File: src/uhrs_map.svh
// uhrs_map.svh: timing counts and strap codes of the hub reset sequencer
// assumes a 50 MHz system clock (20 ns period)
`ifndef UHRS_MAP_SVH
`define UHRS_MAP_SVH

`define UHRS_CLK_PERIOD_NS   20
`define UHRS_RST_MIN_NS      1000
`define UHRS_RST_MIN_CYC     ((`UHRS_RST_MIN_NS + `UHRS_CLK_PERIOD_NS - 1) / `UHRS_CLK_PERIOD_NS)
`define UHRS_OPER_US         500
`define UHRS_OPER_CYC        ((`UHRS_OPER_US * 1000) / `UHRS_CLK_PERIOD_NS)
`define UHRS_ATTACH_MS       100
`define UHRS_ATTACH_CYC      ((`UHRS_ATTACH_MS * 1000000) / `UHRS_CLK_PERIOD_NS)
`define UHRS_REQ_MS          5
`define UHRS_REQ_CYC         ((`UHRS_REQ_MS * 1000000) / `UHRS_CLK_PERIOD_NS)
`define UHRS_TT_BUFS         4
`define UHRS_STRAP_NONE      2'h0
`define UHRS_STRAP_P1        2'h1
`define UHRS_ADDR_DEFAULT    7'h00

`endif

File: src/uhrs_pkg.sv
// uhrs_pkg.sv: types of the hub reset and default-configuration sequencer
// assumes uhrs_map.svh is on the include path
package uhrs_pkg;
  typedef enum logic [3:0] {
    UHRS_ST_RESET   = 4'h1,
    UHRS_ST_WAKE    = 4'h2,
    UHRS_ST_ATTACH  = 4'h4,
    UHRS_ST_ACTIVE  = 4'h8
  } uhrs_state_t;

  typedef struct packed {
    uhrs_state_t state;
    logic [31:0] timer;
    logic [31:0] reqTimer;
    logic [1:0]  fixedPorts;
    logic [6:0]  devAddr;
    logic        configured;
    logic        suspended;
    logic [1:0]  portPowerEnable;
    logic [1:0]  portEnable;
    logic        phyEnable;
    logic        oscEnable;
    logic        attach;
    logic        operational;
    logic        abort;
    logic [3:0]  ttValid;
    logic        reqTimeout;
  } uhrs_regs_t;
endpackage

File: src/uhrs_reset_seq.sv
// uhrs_reset_seq.sv: reset and default-configuration sequencer of a two-port hub
// assumes the hub core, phys and power switches sit outside and obey these levels
//
// Notes on behaviour
// - during hardware reset all ports disabled and port power enables off
// - during hardware reset transceivers are off and pairs float
// - hardware reset aborts all transactions at once, no state kept
// - hardware reset returns every register to its default, mostly zero
// - during hardware reset the oscillator and pll are stopped
// - hub is operational 500 us after the reset is released
// - outputs go inactive within 2 us of reset assertion
// - attach is signalled upstream within 100 ms of leaving reset
// - each host request completes within 5 ms once enumeration starts
// - upstream bus reset sets the device address to zero
// - upstream bus reset returns the hub to unconfigured
// - upstream bus reset drops power enable of both downstream ports
// - upstream bus reset empties all translator buffers
// - a bus reset while suspended moves the hub to active
// - upstream reset is never forwarded to downstream ports
// - one translator shared by both ports, with four non-periodic buffers
// - fixed internal defaults, only the fixed-port strap overrides anything
// - defaults: straps on, self-powered, per-port switching and sensing
// - both strap inputs sampled together at reset release
// - strap 00 none fixed, 01 port 1 fixed, 10/11 both fixed
`include "uhrs_map.svh"

module uhrs_reset_seq (
  input  wire logic       clk_sys,
  input  wire logic       nrst,
  input  wire logic [1:0] fixed_port_strap,
  input  wire logic       busReset,
  input  wire logic       suspendReq,
  input  wire logic       resumeReq,
  input  wire logic       setAddrValid,
  input  wire logic [6:0] setAddrValue,
  input  wire logic       setConfigValid,
  input  wire logic       setConfigValue,
  input  wire logic [1:0] portPowerReq,
  input  wire logic [1:0] portEnableReq,
  input  wire logic       ttAlloc,
  input  wire logic [1:0] ttAllocIdx,
  input  wire logic       ttFree,
  input  wire logic [1:0] ttFreeIdx,
  input  wire logic       reqStart,
  input  wire logic       reqDone,
  output logic [1:0]      port_power_enable,
  output logic [1:0]      portEnable,
  output logic [1:0]      fixedPorts,
  output logic            phyEnable,
  output logic            oscEnable,
  output logic            attach,
  output logic            operational,
  output logic            abortAll,
  output logic [6:0]      devAddr,
  output logic            configured,
  output logic            suspended,
  output logic [3:0]      ttValid,
  output logic            reqTimeout,
  output logic            downstreamReset,
  output logic            selfPowered,
  output logic            perPortSwitching,
  output logic            perPortOcSense,
  output logic            strapEnabled
);
  import uhrs_pkg::*;

  uhrs_regs_t r_q;
  uhrs_regs_t r_d;

  // --------------------------------------------------------------------------
  // helpers
  // --------------------------------------------------------------------------
  function automatic logic [1:0] decodeStrap(input logic [1:0] s);
    case (s)
      `UHRS_STRAP_NONE: decodeStrap = 2'h0;
      `UHRS_STRAP_P1:   decodeStrap = 2'h1;
      default:          decodeStrap = 2'h3;
    endcase
  endfunction

  function automatic logic [3:0] oneHot(input logic [1:0] i);
    oneHot = 4'h1 << i;
  endfunction

  // --------------------------------------------------------------------------
  // next state
  // --------------------------------------------------------------------------
  always_comb begin
    r_d = r_q;
    r_d.abort = 1'b0;
    case (r_q.state)
      UHRS_ST_RESET: begin
        // first clocked cycle after release: catch the strap pair together
        r_d.fixedPorts = decodeStrap(fixed_port_strap);
        r_d.oscEnable = 1'b1;
        r_d.timer = 32'h0;
        r_d.state = UHRS_ST_WAKE;
      end
      UHRS_ST_WAKE: begin
        // hub held inactive until the restarted clock has counted out
        if (r_q.timer >= 32'(`UHRS_OPER_CYC - 2)) begin
          r_d.operational = 1'b1;
          r_d.phyEnable = 1'b1;
          r_d.timer = 32'h0;
          r_d.state = UHRS_ST_ATTACH;
        end else begin
          r_d.timer = r_q.timer + 32'h1;
        end
      end
      UHRS_ST_ATTACH: begin
        // attach at once; well inside the allowed window
        r_d.attach = 1'b1;
        r_d.state = UHRS_ST_ACTIVE;
      end
      UHRS_ST_ACTIVE: begin
        if (setAddrValid) begin
          r_d.devAddr = setAddrValue;
        end
        if (setConfigValid) begin
          r_d.configured = setConfigValue;
        end
        if (suspendReq) begin
          r_d.suspended = 1'b1;
        end
        if (resumeReq) begin
          r_d.suspended = 1'b0;
        end
        if (r_q.configured) begin
          r_d.portPowerEnable = portPowerReq;
          r_d.portEnable = portEnableReq & portPowerReq;
        end
        // one shared translator, four buffers; alloc beats free on one index
        if (ttFree) begin
          r_d.ttValid = r_d.ttValid & ~oneHot(ttFreeIdx);
        end
        if (ttAlloc) begin
          r_d.ttValid = r_d.ttValid | oneHot(ttAllocIdx);
        end
        // request watchdog: flags a request that overruns its budget
        if (reqDone) begin
          r_d.reqTimer = 32'h0;
        end else if (reqStart || r_q.reqTimer != 32'h0) begin
          if (r_q.reqTimer >= 32'(`UHRS_REQ_CYC)) begin
            r_d.reqTimeout = 1'b1;
            r_d.abort = 1'b1;
            r_d.reqTimer = 32'h0;
          end else begin
            r_d.reqTimer = r_q.reqTimer + 32'h1;
          end
        end
        if (busReset) begin
          r_d.devAddr = `UHRS_ADDR_DEFAULT;
          r_d.configured = 1'b0;
          r_d.portPowerEnable = 2'h0;
          r_d.portEnable = 2'h0;
          r_d.ttValid = 4'h0;
          r_d.suspended = 1'b0;
          r_d.reqTimer = 32'h0;
          r_d.abort = 1'b1;
        end
      end
      default: begin
        r_d.state = UHRS_ST_RESET;
      end
    endcase
  end

  // --------------------------------------------------------------------------
  // state register
  // --------------------------------------------------------------------------
  always_ff @(posedge clk_sys) begin
    if (!nrst) begin
      // outputs inactive and abortAll raised on the first edge, far inside the 2 us limit
      r_q <= '0;
      r_q.state <= UHRS_ST_RESET;
      r_q.abort <= 1'b1;
    end else begin
      r_q <= r_d;
    end
  end

  // --------------------------------------------------------------------------
  // outputs, straight from flip-flops except the tied-off constants
  // --------------------------------------------------------------------------
  assign port_power_enable = r_q.portPowerEnable;
  assign portEnable = r_q.portEnable;
  assign fixedPorts = r_q.fixedPorts;
  assign phyEnable = r_q.phyEnable;
  assign oscEnable = r_q.oscEnable;
  assign attach = r_q.attach;
  assign operational = r_q.operational;
  assign abortAll = r_q.abort;
  assign devAddr = r_q.devAddr;
  assign configured = r_q.configured;
  assign suspended = r_q.suspended;
  assign ttValid = r_q.ttValid;
  assign reqTimeout = r_q.reqTimeout;
  // upstream reset never reaches the downstream ports
  assign downstreamReset = 1'b0;
  // fixed defaults with no override path
  assign selfPowered = 1'b1;
  assign perPortSwitching = 1'b1;
  assign perPortOcSense = 1'b1;
  assign strapEnabled = 1'b1;

  // --------------------------------------------------------------------------
  // check helpers
  // --------------------------------------------------------------------------
  // cycles since release, counted apart from the sequencer timer so that a
  // slip in the wake count cannot hide itself; saturates instead of wrapping
  logic [31:0] relCnt_q;

  always_ff @(posedge clk_sys) begin
    if (!nrst) begin
      relCnt_q <= 32'h0;
    end else if (relCnt_q != 32'hffffffff) begin
      relCnt_q <= relCnt_q + 32'h1;
    end
  end
endmodule // uhrs_reset_seq

File: config.mk
export PLATFORM = sky130hd
export DESIGN_NAME = uhrs_reset_seq
export DESIGN_NICKNAME = d
export VERILOG_FILES = /design/src/uhrs_pkg.sv /design/src/uhrs_reset_seq.sv
export VERILOG_INCLUDE_DIRS = /design/src
export SDC_FILE = /design/constraint.sdc
export NUM_CORES = 1
export LEC_CHECK = 0
export ABC_CLOCK_PERIOD_IN_PS = 3200
export BUFFER_PORTS_ARGS = -buffer_cell sky130_fd_sc_hd__buf_2
export CELL_PAD_IN_SITES_DETAIL_PLACEMENT = 0
export CELL_PAD_IN_SITES_GLOBAL_PLACEMENT = 2
export CORE_MARGIN = 1
export CORE_UTILIZATION = 35
export DETAILED_ROUTE_END_ITERATION = 10
export GPL_TIMING_DRIVEN = 0
export HOLD_SLACK_MARGIN = 0.1
export PLACE_DENSITY = 0.9
export SYNTH_ARGS = -nofsm -noshare
export SYNTH_HDL_FRONTEND = slang
export SYNTH_SLANG_ARGS = --single-unit
File: constraint.sdc
create_clock -name clk_sys -period 3.2 [get_ports clk_sys]
set_input_delay 0.32 -clock clk_sys [delete_from_list [all_inputs] [get_ports clk_sys]]
set_output_delay 0.32 -clock clk_sys [all_outputs]
set_load 0.005 [all_outputs]
==> impl_results.md <==
- Worst slew margin relative to its limit: around two fifths
- Leading register cell type out of synthesis: sky130_fd_sc_hd__dfxtp_1
- Critical path data arrival time: about 2.6 ns
- Hold wc startpoint: suspendReq
- Start point of the critical path: r_q[44]$_SDFFE_PN0P_
- Number of antenna-violating nets in the routed design: 0
- Sequential share of the synthesized area: a little over two fifths
- Highest Clock Rate: 423 MHz
- Number of enable-type register cells in the synthesized netlist: 0
- Leading cell type in the layout, fill and taps excluded: sky130_fd_sc_hd__dfxtp_1
- Worst ir drop on vdd: 257 uV
- Number of warnings issued by yosys: 0
- TritonCTS clock tree: built
- Gate Count Post-Synth: around 490
- Final period utilization: 73.9%
- Clock period minus final worst setup slack: roughly 2.4 ns
- Relative contribution of the clock network to total power: 44.5%
- Antenna fix cells: 0
- Maximum clock skew at final layout: 0.00875 ns
- Combinational power share: 7.0%
- Final wirelength: about 9800 um
- Die Span Y: 112 um
- Core occupancy in the finished layout: a little over two fifths
- End of the worst register-to-register path: r_q[27]$_SDFFE_PN0P_
- Placed Instances: 686
- Routability congestion estimate from global placement: 0.842
- Die outline width: 112 um
- Top library cells by usage in the layout, fill and taps aside: sky130_fd_sc_hd__dfxtp_1, sky130_fd_sc_hd__nor2_1, sky130_fd_sc_hd__buf_2
- Max Cap Viol: 0
- Clock latency on the worst-skew pair: 0.34 ns
- Worst-Margin Slew: 0.870 ns
- Count of input and output buffers: 53
- FF-to-FF path depth: 7
- Buffer levels on the longest clock path: 2
- Post-Route Hold Slack: 0.206 ns
- Final number of max-transition violations: 0
- Worst-path fanout max: 10
- Clock-pin slew on the worst setup and hold paths: 0.07 ns
- Number of endpoints with negative hold slack in the final report: 0
- Static Leakage: 1.92 nW
- Net load switching power: 0.000571 W
- Total half-perimeter wirelength after legalization and detailed placement: 6980 um
- #FFs+latches synth: 92
- Congestion Overflow GR: 0
- Maximum number of pins on one net before global-route repair: 16
- Internal power consumption: between 0.0015 and 0.002 W
- Post-synthesis instance area: approximately 4200 um^2
- Cell at the root of the clock tree: sky130_fd_sc_hd__clkbuf_16
- Type of the setup path with the least slack: reg2reg
- Number of CTS-inserted buffers: 9
- Startpoint class of the critical path: flop
- Crit path capture type: flop
- Setup repair after global routing missed its margin: no
- Starting density of the core: 36.5%
- Global routing usage summed across all routing layers: approximately 17%
- Switching part of the total power: 23.9%
- Total core area: ~12,000 um^2
- Capture endpoint of the worst hold path: suspended$_SDFFE_PN0P_
- Result of the run: complete, no violations
- Global-route wire length before repair: 16,700 um
- Post-Syn Area per Cell: 8.70 um^2
- FF-to-FF setup slack: between 0.8 and 0.9 ns
- Layout cell share with drive strength beyond 1: between 20% and 30%
- Relative contribution of sequential cells to total power: 48.5%
- Critical path required time: 3.44 ns
- CTS sink cnt: 92
- Distinct cells, synth: 53
- Number of placement rows: 39
- Number of design rule violations left after detail routing: 0
- Launch point of the worst reg-to-reg path: r_q[44]$_SDFFE_PN0P_
- Min-Delay Path Class: in2reg
- Avg WL per Cell: 14.0 um
- First-pass iteration count of the detailed router: 4
- Postcts setup bufs: 0
- Area delta synth->final: 17.7%
- Async set-reset flop share out of synthesis: 0%
- Total power divided by cell area: about 480 nW/um^2
- Area of the die: about 13,000 um^2
- Ports placed on the boundary: 59
- Cell depth of the worst hold path: 3
- Drt initial violations: about 150
- Antenna violations before repair: 0
- Number of standard cells in the final layout excluding fillers: 702
- Via Count: 3,623
- Final number of setup-violating endpoints: 0
- Post-CTS sizing: 0
- Via count of the first global-routing pass: 3,418
- Number of hold buffers added after CTS: 0
- Via density: 5.16
- Max H-tree Level: 3
- Layout Nets: 587
- Final total negative setup slack: 0 ns
==> cell type report <==
class                           instances  area [um^2]
Buffer                                 43          275
Clock buffer                           10          229
Clock inverter                          6         63.8
Fill cell                            1166         6630
Inverter                               26         97.6
Multi-Input combinational cell        329         2030
Sequential cell                        92         1840
Tap cell                              143          179
Timing Repair Buffer                   53          265
==> power groups by stage <==
stage	Sequential, W	Clock [W]	Combinational [W]
finish	0.00116	0.00106	0.000167
CTS	0.00116	0.00110	0.000167
global placement	0.00119	0	0.000164
global route	0.00116	0.00114	0.000185
floorplan	0.00119	0	0.000109
detailed placement	0.00119	0	0.000167
==> stage by stage <==
stage	total power, W	setup WS, ns	instance area [um^2]
after global placement	0.00135	0.846	4690
final	0.00239	0.835	4990
after detailed placement	0.00135	0.810	4690
after CTS	0.00242	0.802	4990
after global routing	0.00248	0.605	4990
after floorplan	0.00129	1.37	4250
==> critical path, stage by stage (launching register included) <==
cell,delay [ns]
sky130_fd_sc_hd__dfxtp_1,0.34
sky130_fd_sc_hd__nor4_1,0.43
sky130_fd_sc_hd__nand4_1,0.28
sky130_fd_sc_hd__o31ai_1,0.44
sky130_fd_sc_hd__buf_2,0.29
sky130_fd_sc_hd__buf_4,0.22
sky130_fd_sc_hd__nor2_1,0.05
sky130_fd_sc_hd__a32o_1,0.20
==> cells in the mapped netlist, types with 3 or more instances <==
master | instances | area [um^2]
sky130_fd_sc_hd__buf_2 | 6 | 30.0
sky130_fd_sc_hd__and4_1 | 4 | 35.0
sky130_fd_sc_hd__a32o_1 | 3 | 30.0
sky130_fd_sc_hd__a22oi_1 | 10 | 75.1
sky130_fd_sc_hd__nor3_1 | 9 | 45.0
sky130_fd_sc_hd__nand4_1 | 22 | 138
sky130_fd_sc_hd__o2111ai_1 | 3 | 26.3
sky130_fd_sc_hd__a31oi_1 | 3 | 18.8
sky130_fd_sc_hd__xor2_1 | 10 | 87.6
sky130_fd_sc_hd__dfxtp_1 | 92 | 1840
sky130_fd_sc_hd__nor4b_1 | 5 | 43.8
sky130_fd_sc_hd__or4_1 | 9 | 67.6
sky130_fd_sc_hd__clkbuf_1 | 9 | 33.8
sky130_fd_sc_hd__xnor2_1 | 11 | 96.3
sky130_fd_sc_hd__nor4_1 | 13 | 81.3
sky130_fd_sc_hd__a21oi_1 | 17 | 85.1
sky130_fd_sc_hd__nor2_1 | 62 | 233
sky130_fd_sc_hd__nor2_2 | 10 | 62.6
sky130_fd_sc_hd__nand3_1 | 17 | 85.1
sky130_fd_sc_hd__inv_1 | 25 | 93.8
sky130_fd_sc_hd__o31ai_1 | 11 | 82.6
sky130_fd_sc_hd__ha_1 | 4 | 50.1
sky130_fd_sc_hd__o21a_1 | 3 | 22.5
sky130_fd_sc_hd__buf_4 | 26 | 195
sky130_fd_sc_hd__o21ai_0 | 14 | 70.1
sky130_fd_sc_hd__o211ai_1 | 4 | 30.0
sky130_fd_sc_hd__and2_1 | 4 | 25.0
sky130_fd_sc_hd__and3_1 | 19 | 119
sky130_fd_sc_hd__a32oi_1 | 4 | 35.0
sky130_fd_sc_hd__nand2_1 | 26 | 97.6
sky130_fd_sc_hd__and2_2 | 3 | 22.5
==> layer usage <==
| metal | vias to the layer above | wire length, um | GRT usage [%] |
|---|---|---|---|
| li1 | 1844 | - | - |
| met1 | 1696 | 4650 | 21.2 |
| met2 | 73 | 4650 | 27.4 |
| met3 | 10 | 373 | 4.16 |
| met4 | 0 | 124 | 5.51 |
| met5 | - | 0 | 0 |
==> flip-flops by register name (all words and copies together), names as in the netlist <==
| name | flops |
|---|---|
| suspended | 1 |
| oscEnable | 1 |
| portEnable | 2 |
| reqTimeout | 1 |
| configured | 1 |
| r_q | 68 |
| fixedPorts | 2 |
| devAddr | 7 |
| ttValid | 4 |
| port_power_enable | 2 |
| abortAll | 1 |
| attach | 1 |
| operational | 1 |
==> how the worst max path moves through the flow <==
stage | end | slack (ns)
after floorplan | r_q[27]$_SDFFE_PN0P_ | 1.37
after global placement | r_q[27]$_SDFFE_PN0P_ | 0.85
after detailed placement | r_q[27]$_SDFFE_PN0P_ | 0.81
after CTS | r_q[27]$_SDFFE_PN0P_ | 0.80
after global routing | r_q[27]$_SDFFE_PN0P_ | 0.60
final | r_q[27]$_SDFFE_PN0P_ | 0.83
==> cells by family (layout without fill, tap and decap cells) <==
group                    Yosys count  count (layout)  synth area share, %
flip-flops                        92              92                 43.5
adder cells (fa/ha/maj)            4               4                 1.18
XOR/XNOR                          21              21                 4.34
multiplexers                       2               2                0.472
AO/OA/AOI/OAI                     82              82                 13.6
buffers and inverters             69             138                 8.80
AND/OR/NAND/NOR                  215             215                 28.0
other                              2               5                0.177
(Power assumes the default switching activity.)
